==> src/rtl/rda_pkg.sv <==
// constants and types for the day-of-month alarms and crystal oscillator configuration
// Summary of operation
// - each of the two alarms raises its interrupt while its day field equals the current day and its enable is set.
// - on reset the alarm day field holds one and the alarm enable is clear.
// - host writes to an alarm day register sit in a buffer and reach the clock core only on the write-update strobe.
// - the host-readable alarm copy is refreshed from the clock core only on the read-update strobe and otherwise holds.
// - the oscillator frequency status bit is read-only and shows one while the crystal output frequency is valid.
// - a two-bit load field selects 12pF, 22pF, no internal load or 10pF for codes 00, 01, 10 and 11.
// - the clock output enable bit gates the 32kHz output, one enables it, and it resets to one.
// - oscillator mode codes 00 and 10 select low-power operation and code 11 selects low-jitter operation.
// - oscillator mode code 01 runs low-jitter while global low-power is low and low-power while it is high.
// - the upper oscillator bits reset only on supply undervoltage, the lower ones also on global shutdown.
package rda_pkg;

    // serial slave addresses of the two register spaces
    localparam logic [6:0] I2C_ADDR_RTC = 7'h68;
    localparam logic [6:0] I2C_ADDR_PMIC = 7'h3C;

    // register offsets
    localparam logic [7:0] OFF_OSC_32K_CONFIG = 8'h03;
    localparam logic [7:0] OFF_ALARM1_DAY_OF_MONTH = 8'h14;
    localparam logic [7:0] OFF_ALARM2_DAY_OF_MONTH = 8'h1B;

    // alarm day register layout and reset
    localparam int ALM_EN_BIT = 7;
    localparam int ALM_RSVD_BIT = 6;
    localparam logic [5:0] ALM_DAY_RST = 6'h01;
    localparam logic ALM_EN_RST = 1'b0;

    // oscillator configuration layout and reset
    localparam int OSC_OK_BIT = 7;
    localparam int OSC_RSVD_HI_BIT = 6;
    localparam int OSC_LOAD_LSB = 4;
    localparam int OSC_RSVD_LO_BIT = 3;
    localparam int OSC_OUT_EN_BIT = 2;
    localparam int OSC_MODE_LSB = 0;
    localparam logic OSC_RSVD_VAL = 1'b1;
    localparam logic OSC_OUT_EN_RST = 1'b1;

    // oscillator mode and load codes
    localparam logic [1:0] MODE_LOW_POWER = 2'h0;
    localparam logic [1:0] MODE_GLOBAL = 2'h1;
    localparam logic [1:0] MODE_LOW_POWER_ALT = 2'h2;
    localparam logic [1:0] MODE_LOW_JITTER = 2'h3;
    localparam logic [1:0] LOAD_12PF = 2'h0;
    localparam logic [1:0] LOAD_22PF = 2'h1;
    localparam logic [1:0] LOAD_NONE = 2'h2;
    localparam logic [1:0] LOAD_10PF = 2'h3;

    // one alarm day setting
    typedef struct packed {
        logic en;
        logic [5:0] day;
    } rda_alarm_t;

    localparam rda_alarm_t ALM_RST = '{en: ALM_EN_RST, day: ALM_DAY_RST};

    // serial slave states
    typedef enum logic [3:0] {
        ST_IDLE,
        ST_ADDR,
        ST_ACK_ADDR,
        ST_REG,
        ST_ACK_REG,
        ST_WDATA,
        ST_ACK_W,
        ST_RLOAD,
        ST_RDATA,
        ST_MACK
    } rda_i2c_st_t;

endpackage

==> src/rtl/rda_alarm_day.sv <==
// one double-buffered day-of-month alarm instance
`timescale 1ns/1ps
`default_nettype none
module rda_alarm_day (
    input wire logic ref_clk_i,
    input wire logic rst_n_i,
    input wire logic wr_i,
    input wire logic [7:0] wdata_i,
    input wire logic write_update_strobe_i,
    input wire logic read_update_strobe_i,
    input wire logic [5:0] cur_day_i,
    output logic [7:0] rdata_o,
    output logic alarm_instance_interrupt_o
);

    typedef struct packed {
        rda_pkg::rda_alarm_t buf_w;
        rda_pkg::rda_alarm_t core;
        rda_pkg::rda_alarm_t rd;
        logic irq;
    } rda_alm_state_t;

    localparam rda_alm_state_t ALM_STATE_RST = '{
        buf_w: rda_pkg::ALM_RST, core: rda_pkg::ALM_RST, rd: rda_pkg::ALM_RST, irq: 1'b0};

    rda_alm_state_t s_q;
    rda_alm_state_t s_d;

    // buffer, upload, read refresh and day compare
    always_comb begin
        s_d = s_q;
        if (wr_i) begin
            s_d.buf_w = {wdata_i[rda_pkg::ALM_EN_BIT], wdata_i[5:0]}; // bit 6 dropped
        end
        if (write_update_strobe_i) begin
            s_d.core = s_q.buf_w;
        end
        if (read_update_strobe_i) begin
            s_d.rd = s_q.core;
        end
        s_d.irq = s_q.core.en && (s_q.core.day == cur_day_i);
    end

    // all state resets on supply undervoltage
    always_ff @(posedge ref_clk_i or negedge rst_n_i) begin
        if (!rst_n_i) begin
            s_q <= ALM_STATE_RST;
        end else begin
            s_q <= s_d;
        end
    end

    assign rdata_o = {s_q.rd.en, 1'b0, s_q.rd.day};
    assign alarm_instance_interrupt_o = s_q.irq;
endmodule
`default_nettype wire

==> src/rtl/rda_top.sv <==
// serial register slave, two day alarms and 32kHz oscillator configuration
`timescale 1ns/1ps
`default_nettype none
module rda_top #(
    parameter logic [1:0] OTP_LOAD = 2'h0,
    parameter logic [1:0] OTP_MODE = 2'h0
) (
    input wire logic ref_clk_i,
    input wire logic rst_n_i,
    input wire logic glob_shdn_i,
    input wire logic scl_i,
    input wire logic sda_i,
    output logic sda_o,
    output logic sda_oe_o,
    input wire logic write_update_strobe_i,
    input wire logic read_update_strobe_i,
    input wire logic [5:0] cur_day_i,
    input wire logic osc_freq_valid_i,
    input wire logic glob_low_power_i,
    output logic [1:0] alarm_instance_interrupt_o,
    output logic [1:0] crystal_load_select_o,
    output logic clock_output_enable_o,
    output logic osc_low_jitter_o
);

    typedef struct packed {
        logic [1:0] scl_s;
        logic [1:0] sda_s;
        logic scl_p;
        logic sda_p;
        logic [1:0] ok_s;
        logic [1:0] glp_s;
        rda_pkg::rda_i2c_st_t st;
        logic [2:0] bitc;
        logic [7:0] sh;
        logic [7:0] ptr;
        logic sel_rtc;
        logic rw;
        logic sda_oe;
        logic [1:0] load;
        logic out_en;
        logic [1:0] mode;
        logic lj;
    } rda_top_state_t;

    localparam rda_top_state_t TOP_RST = '{
        scl_s: 2'h3, sda_s: 2'h3, scl_p: 1'b1, sda_p: 1'b1, ok_s: 2'h0, glp_s: 2'h0,
        st: rda_pkg::ST_IDLE, bitc: 3'h0, sh: 8'h00, ptr: 8'h00, sel_rtc: 1'b0,
        rw: 1'b0, sda_oe: 1'b0, load: OTP_LOAD, out_en: rda_pkg::OSC_OUT_EN_RST,
        mode: OTP_MODE, lj: 1'b0};

    rda_top_state_t s_q;
    rda_top_state_t s_d;
    logic scl;
    logic sda;
    logic rise;
    logic fall;
    logic start;
    logic stop;
    logic wr;
    logic wr_a1;
    logic wr_a2;
    logic wr_osc;
    logic [7:0] byte_in;
    logic [7:0] rdata;
    logic [7:0] osc_rdata;
    logic [7:0] a1_rdata;
    logic [7:0] a2_rdata;

    // bus line conditions from the synchronised pins
    assign scl = s_q.scl_s[1];
    assign sda = s_q.sda_s[1];
    assign rise = scl && !s_q.scl_p;
    assign fall = !scl && s_q.scl_p;
    assign start = scl && s_q.scl_p && s_q.sda_p && !sda;
    assign stop = scl && s_q.scl_p && !s_q.sda_p && sda;
    assign byte_in = {s_q.sh[6:0], sda};

    // write strobes into the register spaces
    assign wr_a1 = wr && s_q.sel_rtc && (s_q.ptr == rda_pkg::OFF_ALARM1_DAY_OF_MONTH);
    assign wr_a2 = wr && s_q.sel_rtc && (s_q.ptr == rda_pkg::OFF_ALARM2_DAY_OF_MONTH);
    assign wr_osc = wr && !s_q.sel_rtc && (s_q.ptr == rda_pkg::OFF_OSC_32K_CONFIG);

    // oscillator register image; status live, reserved bits fixed
    assign osc_rdata = {s_q.ok_s[1], rda_pkg::OSC_RSVD_VAL, s_q.load,
        rda_pkg::OSC_RSVD_VAL, s_q.out_en, s_q.mode};

    // read mux, unmapped offsets read zero
    always_comb begin
        rdata = 8'h00;
        if (s_q.sel_rtc && s_q.ptr == rda_pkg::OFF_ALARM1_DAY_OF_MONTH) begin
            rdata = a1_rdata;
        end else if (s_q.sel_rtc && s_q.ptr == rda_pkg::OFF_ALARM2_DAY_OF_MONTH) begin
            rdata = a2_rdata;
        end else if (!s_q.sel_rtc && s_q.ptr == rda_pkg::OFF_OSC_32K_CONFIG) begin
            rdata = osc_rdata;
        end
    end

    // serial slave sequencing and oscillator configuration
    always_comb begin
        s_d = s_q;
        wr = 1'b0;
        s_d.scl_s = {s_q.scl_s[0], scl_i};
        s_d.sda_s = {s_q.sda_s[0], sda_i};
        s_d.scl_p = s_q.scl_s[1];
        s_d.sda_p = s_q.sda_s[1];
        s_d.ok_s = {s_q.ok_s[0], osc_freq_valid_i};
        s_d.glp_s = {s_q.glp_s[0], glob_low_power_i};
        if (start) begin
            s_d.st = rda_pkg::ST_ADDR;
            s_d.bitc = 3'h0;
            s_d.sda_oe = 1'b0;
        end else if (stop) begin
            s_d.st = rda_pkg::ST_IDLE;
            s_d.sda_oe = 1'b0;
        end else if (rise) begin
            unique case (s_q.st)
                rda_pkg::ST_ADDR, rda_pkg::ST_REG, rda_pkg::ST_WDATA: begin
                    s_d.sh = byte_in;
                    s_d.bitc = s_q.bitc + 3'h1;
                    if (s_q.bitc == 3'h7) begin
                        if (s_q.st == rda_pkg::ST_ADDR) begin
                            if (byte_in[7:1] == rda_pkg::I2C_ADDR_RTC ||
                                byte_in[7:1] == rda_pkg::I2C_ADDR_PMIC) begin
                                s_d.sel_rtc = (byte_in[7:1] == rda_pkg::I2C_ADDR_RTC);
                                s_d.rw = byte_in[0];
                                s_d.st = rda_pkg::ST_ACK_ADDR;
                            end else begin
                                s_d.st = rda_pkg::ST_IDLE;
                            end
                        end else if (s_q.st == rda_pkg::ST_REG) begin
                            s_d.ptr = byte_in;
                            s_d.st = rda_pkg::ST_ACK_REG;
                        end else begin
                            wr = 1'b1;
                            s_d.st = rda_pkg::ST_ACK_W;
                        end
                    end
                end
                rda_pkg::ST_MACK: begin
                    s_d.st = sda ? rda_pkg::ST_IDLE : rda_pkg::ST_RLOAD; // nack ends the read
                end
                rda_pkg::ST_IDLE, rda_pkg::ST_ACK_ADDR, rda_pkg::ST_ACK_REG,
                rda_pkg::ST_ACK_W, rda_pkg::ST_RLOAD, rda_pkg::ST_RDATA: begin
                end
            endcase
        end else if (fall) begin
            unique case (s_q.st)
                rda_pkg::ST_ACK_ADDR, rda_pkg::ST_ACK_REG, rda_pkg::ST_ACK_W: begin
                    s_d.bitc = 3'h0;
                    if (!s_q.sda_oe) begin
                        s_d.sda_oe = 1'b1; // pull low for acknowledge
                    end else if (s_q.st == rda_pkg::ST_ACK_ADDR && s_q.rw) begin
                        s_d.sh = rdata;
                        s_d.sda_oe = !rdata[7];
                        s_d.st = rda_pkg::ST_RDATA;
                    end else begin
                        s_d.sda_oe = 1'b0;
                        if (s_q.st == rda_pkg::ST_ACK_ADDR) begin
                            s_d.st = rda_pkg::ST_REG;
                        end else begin
                            s_d.st = rda_pkg::ST_WDATA;
                        end
                        if (s_q.st == rda_pkg::ST_ACK_W) begin
                            s_d.ptr = s_q.ptr + 8'h01;
                        end
                    end
                end
                rda_pkg::ST_RLOAD: begin
                    s_d.sh = rdata;
                    s_d.sda_oe = !rdata[7];
                    s_d.bitc = 3'h0;
                    s_d.st = rda_pkg::ST_RDATA;
                end
                rda_pkg::ST_RDATA: begin
                    if (s_q.bitc == 3'h7) begin
                        s_d.sda_oe = 1'b0;
                        s_d.st = rda_pkg::ST_MACK;
                        s_d.ptr = s_q.ptr + 8'h01;
                    end else begin
                        s_d.bitc = s_q.bitc + 3'h1;
                        s_d.sda_oe = !s_q.sh[6];
                        s_d.sh = {s_q.sh[6:0], 1'b0};
                    end
                end
                rda_pkg::ST_IDLE, rda_pkg::ST_ADDR, rda_pkg::ST_REG,
                rda_pkg::ST_WDATA, rda_pkg::ST_MACK: begin
                end
            endcase
        end
        // oscillator fields; status and reserved bits ignore writes
        if (wr_osc) begin
            s_d.load = byte_in[rda_pkg::OSC_LOAD_LSB +: 2];
            s_d.out_en = byte_in[rda_pkg::OSC_OUT_EN_BIT];
            s_d.mode = byte_in[rda_pkg::OSC_MODE_LSB +: 2];
        end
        if (glob_shdn_i) begin
            s_d.out_en = rda_pkg::OSC_OUT_EN_RST;
            s_d.mode = OTP_MODE;
        end
        // effective oscillator mode
        unique case (s_q.mode)
            rda_pkg::MODE_LOW_POWER, rda_pkg::MODE_LOW_POWER_ALT: s_d.lj = 1'b0;
            rda_pkg::MODE_LOW_JITTER: s_d.lj = 1'b1;
            rda_pkg::MODE_GLOBAL: s_d.lj = !s_q.glp_s[1];
        endcase
    end

    // whole block state resets on supply undervoltage
    always_ff @(posedge ref_clk_i or negedge rst_n_i) begin
        if (!rst_n_i) begin
            s_q <= TOP_RST;
        end else begin
            s_q <= s_d;
        end
    end

    assign sda_o = 1'b0;
    assign sda_oe_o = s_q.sda_oe;
    assign crystal_load_select_o = s_q.load;
    assign clock_output_enable_o = s_q.out_en;
    assign osc_low_jitter_o = s_q.lj;

    rda_alarm_day u_alarm1 (
        .ref_clk_i(ref_clk_i),
        .rst_n_i(rst_n_i),
        .wr_i(wr_a1),
        .wdata_i(byte_in),
        .write_update_strobe_i(write_update_strobe_i),
        .read_update_strobe_i(read_update_strobe_i),
        .cur_day_i(cur_day_i),
        .rdata_o(a1_rdata),
        .alarm_instance_interrupt_o(alarm_instance_interrupt_o[0])
    );

    rda_alarm_day u_alarm2 (
        .ref_clk_i(ref_clk_i),
        .rst_n_i(rst_n_i),
        .wr_i(wr_a2),
        .wdata_i(byte_in),
        .write_update_strobe_i(write_update_strobe_i),
        .read_update_strobe_i(read_update_strobe_i),
        .cur_day_i(cur_day_i),
        .rdata_o(a2_rdata),
        .alarm_instance_interrupt_o(alarm_instance_interrupt_o[1])
    );
endmodule
`default_nettype wire

==> config.mk <==
export PLATFORM = sky130hd
export DESIGN_NAME = rda_top
export DESIGN_NICKNAME = d
export VERILOG_FILES = /design/src/rtl/rda_pkg.sv /design/src/rtl/rda_alarm_day.sv /design/src/rtl/rda_top.sv
export SDC_FILE = /design/constraint.sdc
export NUM_CORES = 1
export LEC_CHECK = 0
export BUFFER_PORTS_ARGS = -buffer_cell sky130_fd_sc_hd__buf_4
export CAP_MARGIN = 20
export CORE_UTILIZATION = 55
export DETAILED_ROUTE_END_ITERATION = 8
export PLACE_DENSITY_LB_ADDON = 0.08
export SETUP_SLACK_MARGIN = 0.5
export SYNTH_ARGS = -nofsm -noshare
export SYNTH_HDL_FRONTEND = slang
export SYNTH_SLANG_ARGS = --single-unit
==> constraint.sdc <==
create_clock -name ref_clk_i -period 3.25 [get_ports ref_clk_i]
set_input_delay 0.4875 -clock ref_clk_i [delete_from_list [all_inputs] [get_ports ref_clk_i]]
set_output_delay 0.4875 -clock ref_clk_i [all_outputs]
set_load 0.03 [all_outputs]
==> metrics.md <==
| Metric | Value |
|---|---|
| Count of flip-flops with a built-in enable after synthesis | `0` |
| Highest fanout seen on the critical path | `5` |
| Fin. max-slew vios | `0` |
| Antenna-violating nets left | `0` |
| Placeable core area | `7410 um2` |
| Source-to-sink clock delay at the later pin of the worst-skew pair | `between 300 and 400 ps` |
| Final worst path period need | `2550 ps` |
| Cell accounting for the most synthesized area | `sky130_fd_sc_hd__dfrtp_1` |
| Share of the synthesized area in compound gates (AO/OA/AOI/OAI) | `between 10% and 20%` |
| Crit share post-route | `78.5%` |
| Area share of the largest cell type after synthesis | `42.0%` |
| DRT Pass-1 Iters | `4` |
| Number of design rule violations left after detail routing | `0` |
| Worst-case clock skew | `12.4 ps` |
| Routed len/inst | `17.9 um` |
| Wire length of the first global-routing pass | `15,900 um` |
| Maximum number of pins on one net before global-route repair | `86` |
| Share of cells above drive strength 1 | `between 20% and 30%` |
| Worst Tran Pin Value | `about 750 ps` |
| Reg2reg end | `s_q[25]$_DFFE_PN0P_` |
| Synthesized cell area | `4290 um2` |
| Kind of capture point of the worst setup path | `register` |
| TritonCTS Sinks | `85` |
| Bufs on Longest Clock Path | `2` |
| Final Hold Viols | `0` |
| Number of distinct library cells after synthesis | `59` |
| Static leakage | `approximately 2.1 nW` |
| Setup Crit Path Kind | `reg2reg` |
| Maximum vdd ir drop | `0.307 mV` |
| Ys flop type | `sky130_fd_sc_hd__dfrtp_1` |
| Synth cell count leaders | `72 x sky130_fd_sc_hd__dfrtp_1, 34 x sky130_fd_sc_hd__nand2_1, 31 x sky130_fd_sc_hd__nor2_1` |
| Worst path arrival time | `2800 ps` |
| Critical hold path startpoint | `glob_low_power_i` |
| Sw Ratio | `30.5%` |
| Design area | `4750 um2` |
| Pre-CTS setup slack | `626 ps` |
| # rows | `31` |
| Starting density of the core | `approximately 58%` |
| Port-buffer cells | `21` |
| Net count of the finished layout | `447` |
| Result of the run | `complete, no violations` |
| Clock share of power | `33.2%` |
| Die outline height | `90.4 um` |
| Drt via density | `between 6 and 7` |
| Psw | `0.670 mW` |
| RSZ-0062 raised after global routing | `false` |
| Antenna cell count | `0` |
| Flop and latch count out of synthesis | `85` |
| Critical R2R Launch | `s_q[37]$_DFF_PN1_` |
| Combinational Power Share | `11.1%` |
| Kind of start point of the critical path | `register` |
| Type of the worst min-delay path | `in2reg` |
| Initial antenna violation count | `0` |
| Cell chosen for the clock root | `sky130_fd_sc_hd__clkbuf_8` |
| Total clock buffers created by CTS | `9` |
| Die area | `8160 um2` |
| Clock H-tree levels | `3` |
| Slack of the critical path | `699 ps` |
| Maximum Capacitance Violations | `0` |
| Routed wire length | `9460 um` |
| Data required time of the worst path | `3500 ps` |
| Clock transition at the registers of the reported paths | `90 ps` |
| Area Growth Syn to Fin | `10.7%` |
| Worst slew margin | `49.3%` |
| Yosys synthesis warning count | `0` |
| Total via count in the routed design | `3,182` |
| Final GP Congestion | `roughly 0.87` |
| Sequential area share after synthesis | `around half` |
| Number of ports placed on the die boundary | `23` |
| Via count of the first global-routing pass | `just over 3,000` |
| Maximum achievable frequency | `392 MHz` |
| Hold Crit Depth | `1` |
| Relative contribution of sequential cells to total power | `about 56%` |
| R2R setup slack | `700 ps` |
| Final HPWL from detailed placement | `6480 um` |
| Internal power contribution | `1.53 mW` |
| Standard cell area after detailed placement | `4490 um2` |
| Net count after synthesis | `429` |
| Number of cells on the worst reg-to-reg path | `8` |
| Summed negative setup slack over all endpoints | `0 ps` |
| Hold worst-path end | `s_d[33]$_DFF_PN0_` |
| Adder-Cell Fraction of Synth Area | `2.04%` |
| Utilization after layout | `64.2%` |
| Detailed router's first-iteration violation count | `174` |
| CTS tree | `done` |
| Post-synthesis instance total | `407` |
| Fraction of synthesized cell area in xor and xnor cells | `2.65%` |
| Total GRT Usage | `between 20% and 30%` |
| Total power per unit cell area | `462 nW/um2` |
| FFs w/ async S/R, synth | `100%` |
| Die boundary width | `90.4 um` |
| Average size of a mapped cell | `~11 um2` |
| Final number of setup-violating endpoints | `0` |
| Multiplexer share of the synthesized area | `11.5%` |
| GRT overflow | `0` |
| Synth area leaders | `sky130_fd_sc_hd__dfrtp_1 42%, sky130_fd_sc_hd__dfstp_2 8.0%, sky130_fd_sc_hd__mux2_2 7.3%, sky130_fd_sc_hd__nand2_1 3.0%, sky130_fd_sc_hd__a22oi_1 2.8%` |
| Simple-gate share of the synthesized area | `~15%` |
| Dominant cell by count in the synthesized netlist | `sky130_fd_sc_hd__dfrtp_1` |
| Main combinational cell family by area after synthesis | `compound AO/OA/AOI/OAI gates` |
## metrics by stage
| step | std cells | total power [mW] | hold slack [ps] |
|---|---|---|---|
| final | 529 | 2.20 | 232 |
| after CTS | 524 | 2.20 | 219 |
| after floorplan | 407 | 1.37 | 192 |
| after detailed placement | 508 | 1.48 | 337 |
| after global routing | 529 | 2.28 | 223 |
| after global placement | 508 | 1.47 | 333 |
## power by group through the flow
stage	sequential [mW]	combinational, mW	clock (mW)
after floorplan	1.17	0.200	0
after global placement	1.24	0.233	0
after detailed placement	1.24	0.238	0
after CTS	1.22	0.238	0.738
after global routing	1.23	0.271	0.776
final	1.22	0.243	0.729
## how the worst max path moves through the flow
| stage | startpoint | end | slack, ps |
|---|---|---|---|
| global placement | s_d[37]$_DFF_PN1_ | u_alarm1.s_q[16]$_DFFE_PN0P_ | 700 |
| detailed placement | s_q[37]$_DFF_PN1_ | s_q[9]$_DFFE_PN0P_ | 630 |
| finish | s_q[37]$_DFF_PN1_ | s_q[25]$_DFFE_PN0P_ | 700 |
| global route | s_d[37]$_DFF_PN1_ | s_q[28]$_DFFE_PN0P_ | 560 |
| CTS | s_q[37]$_DFF_PN1_ | s_q[9]$_DFFE_PN0P_ | 610 |
| floorplan | s_q[37]$_DFF_PN1_ | s_q[25]$_DFFE_PN0P_ | 790 |
## logic make-up after synthesis
family          count (synthesis)
other cells                     1
xor+xnor                       13
compound gates                100
buf+inv                        36
mux                            44
fa+ha+maj                       7
flops                          85
simple gates                  121
## repair_timing
action | 4_1_cts | 5_1_grt
setup buffers | 0 | 3
endpoints found under the hold margin | 0 | 9
resized for setup | 0 | 1
endpoints found under the setup margin | 0 | 7
hold buffers | 0 | 1
## critical path, stage by stage (launching register included)
cell and delay, ps:
sky130_fd_sc_hd__dfstp_2 550, sky130_fd_sc_hd__inv_1 50, sky130_fd_sc_hd__ha_1 230, sky130_fd_sc_hd__or4b_1 510, sky130_fd_sc_hd__or4_1 430, sky130_fd_sc_hd__o211ai_2 130, sky130_fd_sc_hd__a21oi_2 60, sky130_fd_sc_hd__a2bb2oi_2 170
sky130_fd_sc_hd__mux2_4 310
## flip-flops by register name (all words and copies together) (netlist names), 2 cells and up
signal / count
u_alarm2.s_q: 14
u_alarm2.rdata_o: 7
crystal_load_select_o: 2
s_q: 20
u_alarm1.s_q: 14
byte_in: 8
s_d: 5
u_alarm1.rdata_o: 7
osc_rdata: 3
## cell type report
type / instances / area [um2]
sequential: 85 / 2140
tap: 99 / 124
multi-input combinational: 286 / 1990
timing repair buffer: 30 / 260
inverter: 13 / 48.8
clock buffer: 10 / 138
fill: 624 / 2660
clock inverter: 6 / 51.3
## metal layers
metal  up-vias  part of all wire (%)  wire length, um  track usage [%]
met5         -                     0                0                0
met4         0                   1.2              117             7.80
met3        13                   4.8              455             3.45
met2        89                    45             4240             37.3
met1      1584                    49             4640             36.5
li1       1496                     -                -                -
## layout by cell type, fill, tap and decap left out, types with 3 or more instances in the layout
cell,instances
sky130_fd_sc_hd__dfstp_2,13
sky130_fd_sc_hd__nor4_1,3
sky130_fd_sc_hd__nor3b_1,3
sky130_fd_sc_hd__xor2_1,7
sky130_fd_sc_hd__inv_6,4
sky130_fd_sc_hd__mux2_2,28
sky130_fd_sc_hd__mux2_1,10
sky130_fd_sc_hd__nor2b_1,3
sky130_fd_sc_hd__buf_4,27
sky130_fd_sc_hd__clkbuf_8,10
sky130_fd_sc_hd__o21ai_0,12
sky130_fd_sc_hd__nor3_1,5
sky130_fd_sc_hd__a21oi_1,19
sky130_fd_sc_hd__inv_1,13
sky130_fd_sc_hd__nor2_1,31
sky130_fd_sc_hd__ha_1,7
sky130_fd_sc_hd__mux2i_1,5
sky130_fd_sc_hd__o211ai_1,3
sky130_fd_sc_hd__a31oi_1,4
sky130_fd_sc_hd__nor2_2,3
sky130_fd_sc_hd__nand3_1,11
sky130_fd_sc_hd__nand2_1,34
sky130_fd_sc_hd__dfrtp_1,72
sky130_fd_sc_hd__a21oi_2,4
sky130_fd_sc_hd__nand4_1,4
sky130_fd_sc_hd__or3_1,4
sky130_fd_sc_hd__o21ai_1,23
sky130_fd_sc_hd__and2_1,3
sky130_fd_sc_hd__xnor2_1,6
sky130_fd_sc_hd__a22oi_1,16
Note: power is estimated with default switching activity, not from simulation.
